--- src/rtl/spvp_regs.vh ---
// Constants for the serial program/verify port: command codes, widths, addresses.
// Assumes inclusion by spvp_top.v, the test bench and the checker; spvp_fifo.v does not include it.
`ifndef SPVP_REGS_VH
`define SPVP_REGS_VH
`define SPVP_CMD_W 6
`define SPVP_DATA_W 14
`define SPVP_ADDR_W 14
`define SPVP_CMD_LOAD_CFG 6'h00
`define SPVP_CMD_LOAD_DATA 6'h02
`define SPVP_CMD_READ_DATA 6'h04
`define SPVP_CMD_INC_ADDR 6'h06
`define SPVP_CMD_BEGIN_PROG 6'h08
`define SPVP_ID_BASE 14'h2000
`define SPVP_ID_LAST 14'h2003
`define SPVP_ID_BITS 4
`define SPVP_PC_RESET 14'h0000
`define SPVP_FIFO_DEPTH 16
`endif

--- src/rtl/spvp_fifo.v ---
// Parameterised synchronous FIFO with valid/ready on both sides.
// Assumes one clock and a synchronous active-low reset.
`timescale 1ns/1ps
module spvp_fifo #(
    parameter WIDTH = 14,
    parameter DEPTH = 16,
    parameter AW = 4
) (
    // Clock and reset
    input wire clk,
    input wire rst_n,
    // Fill side
    input wire in_valid,
    output wire in_ready,
    input wire [WIDTH-1:0] in_data,
    // Drain side
    output wire out_valid,
    input wire out_ready,
    output wire [WIDTH-1:0] out_data
);
    reg [WIDTH-1:0] mem_r [0:DEPTH-1];
    reg [AW-1:0] wr_r;
    reg [AW-1:0] rd_r;
    reg [AW:0] cnt_r;
    wire push;
    wire pop;

    assign in_ready = (cnt_r != DEPTH[AW:0]);
    assign out_valid = (cnt_r != {(AW+1){1'b0}});
    assign out_data = mem_r[rd_r];
    assign push = in_valid && in_ready;
    assign pop = out_valid && out_ready;

    always @(posedge clk) begin
        if (push) begin
            mem_r[wr_r] <= in_data;
        end
    end

    always @(posedge clk) begin
        if (!rst_n) begin
            wr_r <= {AW{1'b0}};
            rd_r <= {AW{1'b0}};
            cnt_r <= {(AW+1){1'b0}};
        end else begin
            if (push) begin
                wr_r <= wr_r + 1'b1;
            end
            if (pop) begin
                rd_r <= rd_r + 1'b1;
            end
            if (push && !pop) begin
                cnt_r <= cnt_r + 1'b1;
            end else if (pop && !push) begin
                cnt_r <= cnt_r - 1'b1;
            end
        end
    end
endmodule // spvp_fifo

--- src/rtl/spvp_top.v ---
// Serial program/verify port: command/data shift engine toward program memory and ID words.
// Assumes pins come from outside MCLK domain; memory write side drains a FIFO and may stall.
`timescale 1ns/1ps
`include "spvp_regs.vh"

// Overview of operation
// - Program memory reads return real contents only while code protection is unprogrammed.
// - Four identification words live at addresses 2000h to 2003h.
// - The identification words are reachable only in program/verify mode.
// - Only the low four bits of each identification word are stored; upper bits read zero.
// - One pin is the serial clock and another the two-way serial data line, both filtered inputs.
// - On entry the program counter points to address zero.
// - A load is followed by 14 data bits in, a read by 14 data bits driven out.
module spvp_top (
    // Clock and reset
    input wire MCLK,
    input wire RST_N,
    // Programming pins
    input wire MASTER_CLEAR_HIGH,
    input wire PROG_CLOCK_PIN,
    input wire PROG_DATA_PIN_I,
    output reg PROG_DATA_PIN_O,
    output reg PROG_DATA_PIN_OE,
    // Mode and protection
    input wire CODE_PROTECT,
    output wire PROG_MODE,
    // Program memory write port
    output wire MEM_WR_VALID,
    input wire MEM_WR_READY,
    output wire [`SPVP_DATA_W-1:0] MEM_WR_DATA,
    output reg [`SPVP_ADDR_W-1:0] MEM_WR_ADDR,
    // Program memory read port
    output wire [`SPVP_ADDR_W-1:0] MEM_RD_ADDR,
    input wire [`SPVP_DATA_W-1:0] MEM_RD_DATA,
    // Status
    output wire BUSY
);
    localparam S_CMD = 4'b0001;
    localparam S_LOAD = 4'b0010;
    localparam S_READ = 4'b0100;
    localparam S_IDLE = 4'b1000;

    reg [2:0] clk_s_r;
    reg [1:0] dat_s_r;
    reg [1:0] hv_s_r;
    reg mode_r;
    reg [3:0] state_r;
    reg [3:0] state_nxt;
    reg [4:0] bit_r;
    reg [`SPVP_DATA_W-1:0] sh_r;
    reg [`SPVP_ADDR_W-1:0] pc_r;
    reg [`SPVP_DATA_W-1:0] load_r;
    reg [`SPVP_ID_BITS-1:0] id_r [0:3];
    reg prog_req_r;
    reg [`SPVP_ADDR_W-1:0] prog_addr_r;
    reg [`SPVP_DATA_W-1:0] prog_data_r;
    wire rise;
    wire fall;
    wire sdat;
    wire fifo_in_ready;
    wire is_id;
    reg [`SPVP_DATA_W-1:0] rd_word;

    function is_id_addr;
        input [`SPVP_ADDR_W-1:0] a;
        begin
            is_id_addr = (a >= `SPVP_ID_BASE) && (a <= `SPVP_ID_LAST);
        end
    endfunction

    always @(posedge MCLK) begin
        if (!RST_N) begin
            clk_s_r <= 3'h0;
            dat_s_r <= 2'h0;
            hv_s_r <= 2'h0;
        end else begin
            clk_s_r <= {clk_s_r[1:0], PROG_CLOCK_PIN};
            dat_s_r <= {dat_s_r[0], PROG_DATA_PIN_I};
            hv_s_r <= {hv_s_r[0], MASTER_CLEAR_HIGH};
        end
    end

    assign rise = clk_s_r[1] && !clk_s_r[2];
    assign fall = !clk_s_r[1] && clk_s_r[2];
    assign sdat = dat_s_r[1];
    assign PROG_MODE = mode_r;
    assign is_id = is_id_addr(pc_r);
    assign MEM_RD_ADDR = pc_r;
    assign BUSY = prog_req_r;

    always @* begin
        rd_word = {`SPVP_DATA_W{1'b0}};
        if (is_id) begin
            rd_word = {10'h000, id_r[pc_r[1:0]]};
        end else if (!CODE_PROTECT) begin
            rd_word = MEM_RD_DATA;
        end
    end

    always @* begin
        state_nxt = state_r;
        case (state_r)
            S_CMD: begin
                if (fall && bit_r == 5'd5) begin
                    case ({sdat, sh_r[`SPVP_DATA_W-1:`SPVP_DATA_W-5]})
                        `SPVP_CMD_LOAD_CFG: state_nxt = S_LOAD;
                        `SPVP_CMD_LOAD_DATA: state_nxt = S_LOAD;
                        `SPVP_CMD_READ_DATA: state_nxt = S_READ;
                        default: state_nxt = S_CMD;
                    endcase
                end
            end
            S_LOAD: begin
                if (fall && bit_r == 5'd13) begin
                    state_nxt = S_CMD;
                end
            end
            S_READ: begin
                if (fall && bit_r == 5'd13) begin
                    state_nxt = S_CMD;
                end
            end
            S_IDLE: state_nxt = S_IDLE;
            default: state_nxt = S_CMD;
        endcase
    end

    always @(posedge MCLK) begin
        if (!RST_N) begin
            mode_r <= 1'b0;
            state_r <= S_IDLE;
            bit_r <= 5'd0;
            sh_r <= {`SPVP_DATA_W{1'b0}};
            pc_r <= `SPVP_PC_RESET;
            load_r <= {`SPVP_DATA_W{1'b0}};
            PROG_DATA_PIN_O <= 1'b0;
            PROG_DATA_PIN_OE <= 1'b0;
            prog_req_r <= 1'b0;
            prog_addr_r <= {`SPVP_ADDR_W{1'b0}};
            prog_data_r <= {`SPVP_DATA_W{1'b0}};
            MEM_WR_ADDR <= {`SPVP_ADDR_W{1'b0}};
            id_r[0] <= 4'h0;
            id_r[1] <= 4'h0;
            id_r[2] <= 4'h0;
            id_r[3] <= 4'h0;
        end else if (!hv_s_r[1]) begin
            // Leaving the mode idles the engine, releases the data line and cancels a pending request
            mode_r <= 1'b0;
            state_r <= S_IDLE;
            PROG_DATA_PIN_OE <= 1'b0;
            prog_req_r <= 1'b0;
        end else if (!mode_r) begin
            // Enter only with clock and data low while master clear is high
            if (!clk_s_r[1] && !sdat) begin
                mode_r <= 1'b1;
                state_r <= S_CMD;
                bit_r <= 5'd0;
                pc_r <= `SPVP_PC_RESET;
            end
        end else begin
            state_r <= state_nxt;
            if (prog_req_r && fifo_in_ready) begin
                prog_req_r <= 1'b0;
            end
            // Drive on rising edge during a read
            if (rise && state_r == S_READ) begin
                PROG_DATA_PIN_OE <= 1'b1;
                PROG_DATA_PIN_O <= (bit_r == 5'd0) ? rd_word[0] : sh_r[0];
                if (bit_r == 5'd0) begin
                    sh_r <= {1'b0, rd_word[`SPVP_DATA_W-1:1]};
                end else begin
                    sh_r <= {1'b0, sh_r[`SPVP_DATA_W-1:1]};
                end
            end
            // Sample on falling edge, LSB first
            if (fall) begin
                case (state_r)
                    S_CMD: begin
                        sh_r <= {sdat, sh_r[`SPVP_DATA_W-1:1]};
                        if (bit_r == 5'd5) begin
                            bit_r <= 5'd0;
                            case ({sdat, sh_r[`SPVP_DATA_W-1:`SPVP_DATA_W-5]})
                                `SPVP_CMD_LOAD_CFG: pc_r <= `SPVP_ID_BASE;
                                `SPVP_CMD_INC_ADDR: pc_r <= pc_r + 14'h0001;
                                `SPVP_CMD_BEGIN_PROG: begin
                                    if (!prog_req_r) begin
                                        if (is_id) begin
                                            id_r[pc_r[1:0]] <= load_r[`SPVP_ID_BITS-1:0];
                                        end else begin
                                            prog_req_r <= 1'b1;
                                            prog_addr_r <= pc_r;
                                            prog_data_r <= load_r;
                                        end
                                    end
                                end
                                default: pc_r <= pc_r;
                            endcase
                        end else begin
                            bit_r <= bit_r + 5'd1;
                        end
                    end
                    S_LOAD: begin
                        sh_r <= {sdat, sh_r[`SPVP_DATA_W-1:1]};
                        if (bit_r == 5'd13) begin
                            bit_r <= 5'd0;
                            load_r <= {sdat, sh_r[`SPVP_DATA_W-1:1]};
                        end else begin
                            bit_r <= bit_r + 5'd1;
                        end
                    end
                    S_READ: begin
                        if (bit_r == 5'd13) begin
                            bit_r <= 5'd0;
                            PROG_DATA_PIN_OE <= 1'b0;
                        end else begin
                            bit_r <= bit_r + 5'd1;
                        end
                    end
                    default: bit_r <= 5'd0;
                endcase
            end
            if (prog_req_r && fifo_in_ready) begin
                MEM_WR_ADDR <= prog_addr_r;
            end
        end
    end

    // Write data passes a FIFO; address travels alongside the latest push
    spvp_fifo #(
        .WIDTH(`SPVP_DATA_W),
        .DEPTH(`SPVP_FIFO_DEPTH),
        .AW(4)
    ) u_fifo (
        .clk(MCLK),
        .rst_n(RST_N),
        .in_valid(prog_req_r),
        .in_ready(fifo_in_ready),
        .in_data(prog_data_r),
        .out_valid(MEM_WR_VALID),
        .out_ready(MEM_WR_READY),
        .out_data(MEM_WR_DATA)
    );
endmodule // spvp_top

--- config.mk ---
export PLATFORM = sky130hd
export DESIGN_NAME = spvp_top
export DESIGN_NICKNAME = d
export VERILOG_FILES = /design/src/rtl/spvp_fifo.v /design/src/rtl/spvp_top.v
export VERILOG_INCLUDE_DIRS = /design/src /design/src/rtl
export SDC_FILE = /design/constraint.sdc
export NUM_CORES = 1
export LEC_CHECK = 0
export ABC_CLOCK_PERIOD_IN_PS = 3500
export CAP_MARGIN = 20
export CORE_ASPECT_RATIO = 0.9
export CORE_UTILIZATION = 45
export DETAILED_ROUTE_END_ITERATION = 10
export DONT_BUFFER_PORTS = 1
export GPL_TIMING_DRIVEN = 0
export PLACE_DENSITY = 0.71
export SKIP_CTS_REPAIR_TIMING = 1
export SLEW_MARGIN = 25
export SYNTH_ARGS = -nofsm -noshare
export SYNTH_HDL_FRONTEND = slang
export SYNTH_HIERARCHICAL = 1
export SYNTH_SLANG_ARGS = --single-unit
export TNS_END_PERCENT = 30
--- constraint.sdc ---
create_clock -name MCLK -period 3.5 [get_ports MCLK]
set_input_delay 0.175 -clock MCLK [delete_from_list [all_inputs] [get_ports MCLK]]
set_output_delay 0.175 -clock MCLK [all_outputs]
set_load 0.02 [all_outputs]
==> results.sh <==
export IMPL_finalMaxSlewViolations=0
export IMPL_combPwrFrac_pct=1.3
export IMPL_die_h_um=175.2
export IMPL_port_buffers=0
export IMPL_postLayoutCellArea_mm2=0.01705
export IMPL_clkSinkCount=363
export IMPL_grt_ovfl_total=0
export IMPL_vias=8911
export IMPL_ys_ff_latch=363
export IMPL_core_area_mm2=0.03287
export IMPL_instances_no_fill=1565
export IMPL_synth_seq_area_share_pct=64.49
export IMPL_ys_types=77
export IMPL_placed_cell_area_mm2=0.01568
export IMPL_fp_dieArea_mm2=0.03406
export IMPL_synth_yosys_warnings=6
export IMPL_drt_total_wl_um=31960
export IMPL_numPlacedInstances=1474
export IMPL_place_congestion=0.8716
export IMPL_wire_per_inst_um=20.42
export IMPL_slew_headroom_pct=40.17
export IMPL_nets=1149
export IMPL_dr_pass1_iters=5
export IMPL_synth_ff_type="edfxtp_1"
export IMPL_drc=0
export IMPL_hpwlAfterDp_um=21700
export IMPL_initial_core_util_pct=45.62
export IMPL_drive_above_1_share_pct=16.19
export IMPL_track_usage_pct=19.19
export IMPL_grt_pass1_vias=8887
export IMPL_cp_required_ns=3.32
export IMPL_post_drt_via_cell_ratio=5.694
export IMPL_grt_pass1_wl_um=50810
export IMPL_cts_tree="built"
export IMPL_setup_viol=0
export IMPL_die_w_um=194.4
export IMPL_antenna_cells=0
export IMPL_avgSynthCellArea_um2=14.42
export IMPL_pin_count=68
export IMPL_worstPathMaxFanout=10
export IMPL_share_clk_of_total_power_pct=45.2
export IMPL_cts_buffers=38
export IMPL_cts_buffer_depth=3
export IMPL_fmaxAchievable_mhz=333.8
export IMPL_finalCriticalPeriod_ns=2.996
export IMPL_rows=63
export IMPL_power_density_mw_per_mm2=496.8
export IMPL_maxCapViolCount=0
export IMPL_antenna_found_initial=0
export IMPL_irDropWorstVdd_uv=355.8
export IMPL_outcome="finished, final reports clean"
export IMPL_cts_max_level=2
export IMPL_synth_cells=1040
export IMPL_grt_setup_unrepaired="false"
export IMPL_syn_nets=1076
export IMPL_area_delta_synth_final_pct=13.72
export IMPL_clock_skew_ns=0.02647
export IMPL_p_int_uw=6766
export IMPL_grt_start_max_net_pins=18
export IMPL_fin_crit_sh_pct=85.60
export IMPL_drt_iter0_markers=675
export IMPL_power_switching_uw=1705
export IMPL_finalHoldViolations=0
export IMPL_hold_path_class="input port to flip-flop"
export IMPL_cp_start_kind="flip-flop"
export IMPL_async_flop_share_pct=0
export IMPL_switching_share_pct=20.13
export IMPL_tightestPinTransition_ns=0.8964
export IMPL_synth_area_mm2=0.01499
export IMPL_seqPwrFrac_pct=53.6
export IMPL_leakagePower_uw=0.005386
export IMPL_clk_root_buffer_cell="clkbuf_16"
export IMPL_synth_edf_count=240
export IMPL_cts_clk_slew_worst_paths_ns=0.06
export IMPL_critical_path_class="flip-flop to output port"
export IMPL_ant_nets=0
export IMPL_end_kind="output port"
export IMPL_clk_latency_ns=0.55
export IMPL_crit_arrival_ns=2.82
-- synthesized netlist by cell type (16+ instances only) --
| library cell | n | share of area (%) |
|---|---|---|
| clkbuf_1 | 31 | 0.78 |
| mux2i_1 | 50 | 3.3 |
| a22oi_1 | 33 | 1.7 |
| edfxtp_1 | 240 | 48 |
| dfxtp_1 | 123 | 16 |
| a21boi_0 | 18 | 0.90 |
| buf_2 | 16 | 0.53 |
| o21ai_0 | 20 | 0.67 |
| nor2_1 | 51 | 1.3 |
| nand2_1 | 84 | 2.1 |
| nor3_1 | 20 | 0.67 |
| and2_1 | 18 | 0.75 |
| mux4_2 | 60 | 9.0 |
| nor2b_1 | 54 | 2.3 |
| inv_1 | 17 | 0.43 |
-- path summary, 6_finish.rpt --
path | start | end | slack [ns] | depth (start not counted)
setup / recovery | flip-flop | MEM_WR_DATA[11] | 0.50 | 5
hold / removal | RST_N | bit_r[2]$_SDFFE_PN0P_ | 0.02 | 3
setup reg to reg | PROG_MODE$_SDFF_PN0_ | id_r[1][3]$_SDFFCE_PN0P_ | 0.67 | 6
hold reg to reg | dat_s_r[0]$_SDFF_PN0_ | dat_s_r[1]$_SDFF_PN0_ | 0.43 | 1
-- layout make-up --
| cell class | count | area [um2] |
|---|---|---|
| buffer | 59 | 265.3 |
| clock buffer | 61 | 1069 |
| clock inverter | 9 | 95.09 |
| fill | 2682 | 15820 |
| inverter | 17 | 63.81 |
| multi-input combinational | 601 | 5046 |
| sequential | 363 | 9669 |
| tap | 422 | 528.0 |
| timing repair buffer | 33 | 315.3 |
-- state kept, by name, indices dropped and copies added, names as in the netlist, named ones only --
signal and flops:
u_fifo/cnt_r 5, prog_addr_r 14, bit_r 5, prog_data_r 14
PROG_MODE 1, state_r 4, u_fifo/wr_r 4, u_fifo/rd_r 4
load_r 14, sh_r 14, PROG_DATA_PIN_O 1, clk_s_r 3
id_r 16, PROG_DATA_PIN_OE 1, MEM_RD_ADDR 14, BUSY 1
MEM_WR_ADDR 14, dat_s_r 2, hv_s_r 2, u_fifo/mem_r 224
-- layer usage --
metal	wire length [um]	track usage, %	vias up
li1	-	-	4129
met5	0	0	-
met1	14130	25.89	4428
met3	2049	4.362	60
met2	15030	30.88	294
met4	751	6.151	0
-- cells by family after synthesis --
group | count (synthesis) | synth area share (%)
buffers and inverters | 76 | 2.195
adders and majority gates | 15 | 1.302
xor gates and xnor gates | 9 | 0.5257
DFF | 363 | 64.49
muxes | 110 | 12.35
and+or+nand+nor | 327 | 12.25
AOI/OAI and AO/OA | 140 | 6.893
-- layout by cell type (no fill, tap or decap), types with 10 or more instances in the layout --
| cell type | n |
|---|---|
| and2_1 | 18 |
| edfxtp_1 | 240 |
| nand2b_1 | 12 |
| nor3_1 | 16 |
| nor2_1 | 39 |
| inv_1 | 17 |
| a21boi_0 | 18 |
| ha_1 | 14 |
| o21ai_0 | 20 |
| nand2_1 | 84 |
| nand3_1 | 15 |
| buf_2 | 16 |
| mux4_2 | 60 |
| dfxtp_1 | 123 |
| a22oi_1 | 33 |
| a221oi_1 | 10 |
| dlygate4sd3_1 | 21 |
| nor2b_1 | 54 |
| nor2_2 | 12 |
| buf_4 | 14 |
| clkbuf_1 | 52 |
| mux2i_1 | 50 |
| clkbuf_16 | 39 |
-- power groups by stage --
stage	registers (uW)	logic, uW	clock network (uW)
floorplan	4620	64.0	0
global route	4530	118	4050
global placement	4630	85.6	0
finish	4540	109	3830
detailed placement	4630	86.8	0
CTS	4540	87.4	3890
-- metrics by stage --
stage / util (%) / power, uW / setup WS [ns] / hold WS [ns] / setup TNS, ns
2_1_floorplan: - / 4689 / 0.9362 / 0.3023 / 0
3_3_place_gp: 47.22 / 4712 / -0.07186 / 0.3058 / -1.957
6_report: 51.87 / 8470 / 0.5040 / 0.01595 / 0
5_1_grt: 51.87 / 8702 / 0.3786 / 0.04195 / 0
4_1_cts: 51.24 / 8516 / 0.4802 / -0.2539 / 0
3_5_place_dp: 47.70 / 4714 / 0.6755 / 0.3055 / 0
-- critical path, cell delays in order, from the launching register on --
cell and delay (ns):
dfxtp_1 0.32, buf_2 0.26, buf_1 0.63, mux4_2 0.43, a22oi_1 0.37, nand2_1 0.25
No activity file was read; power rests on OpenSTA's default activity.
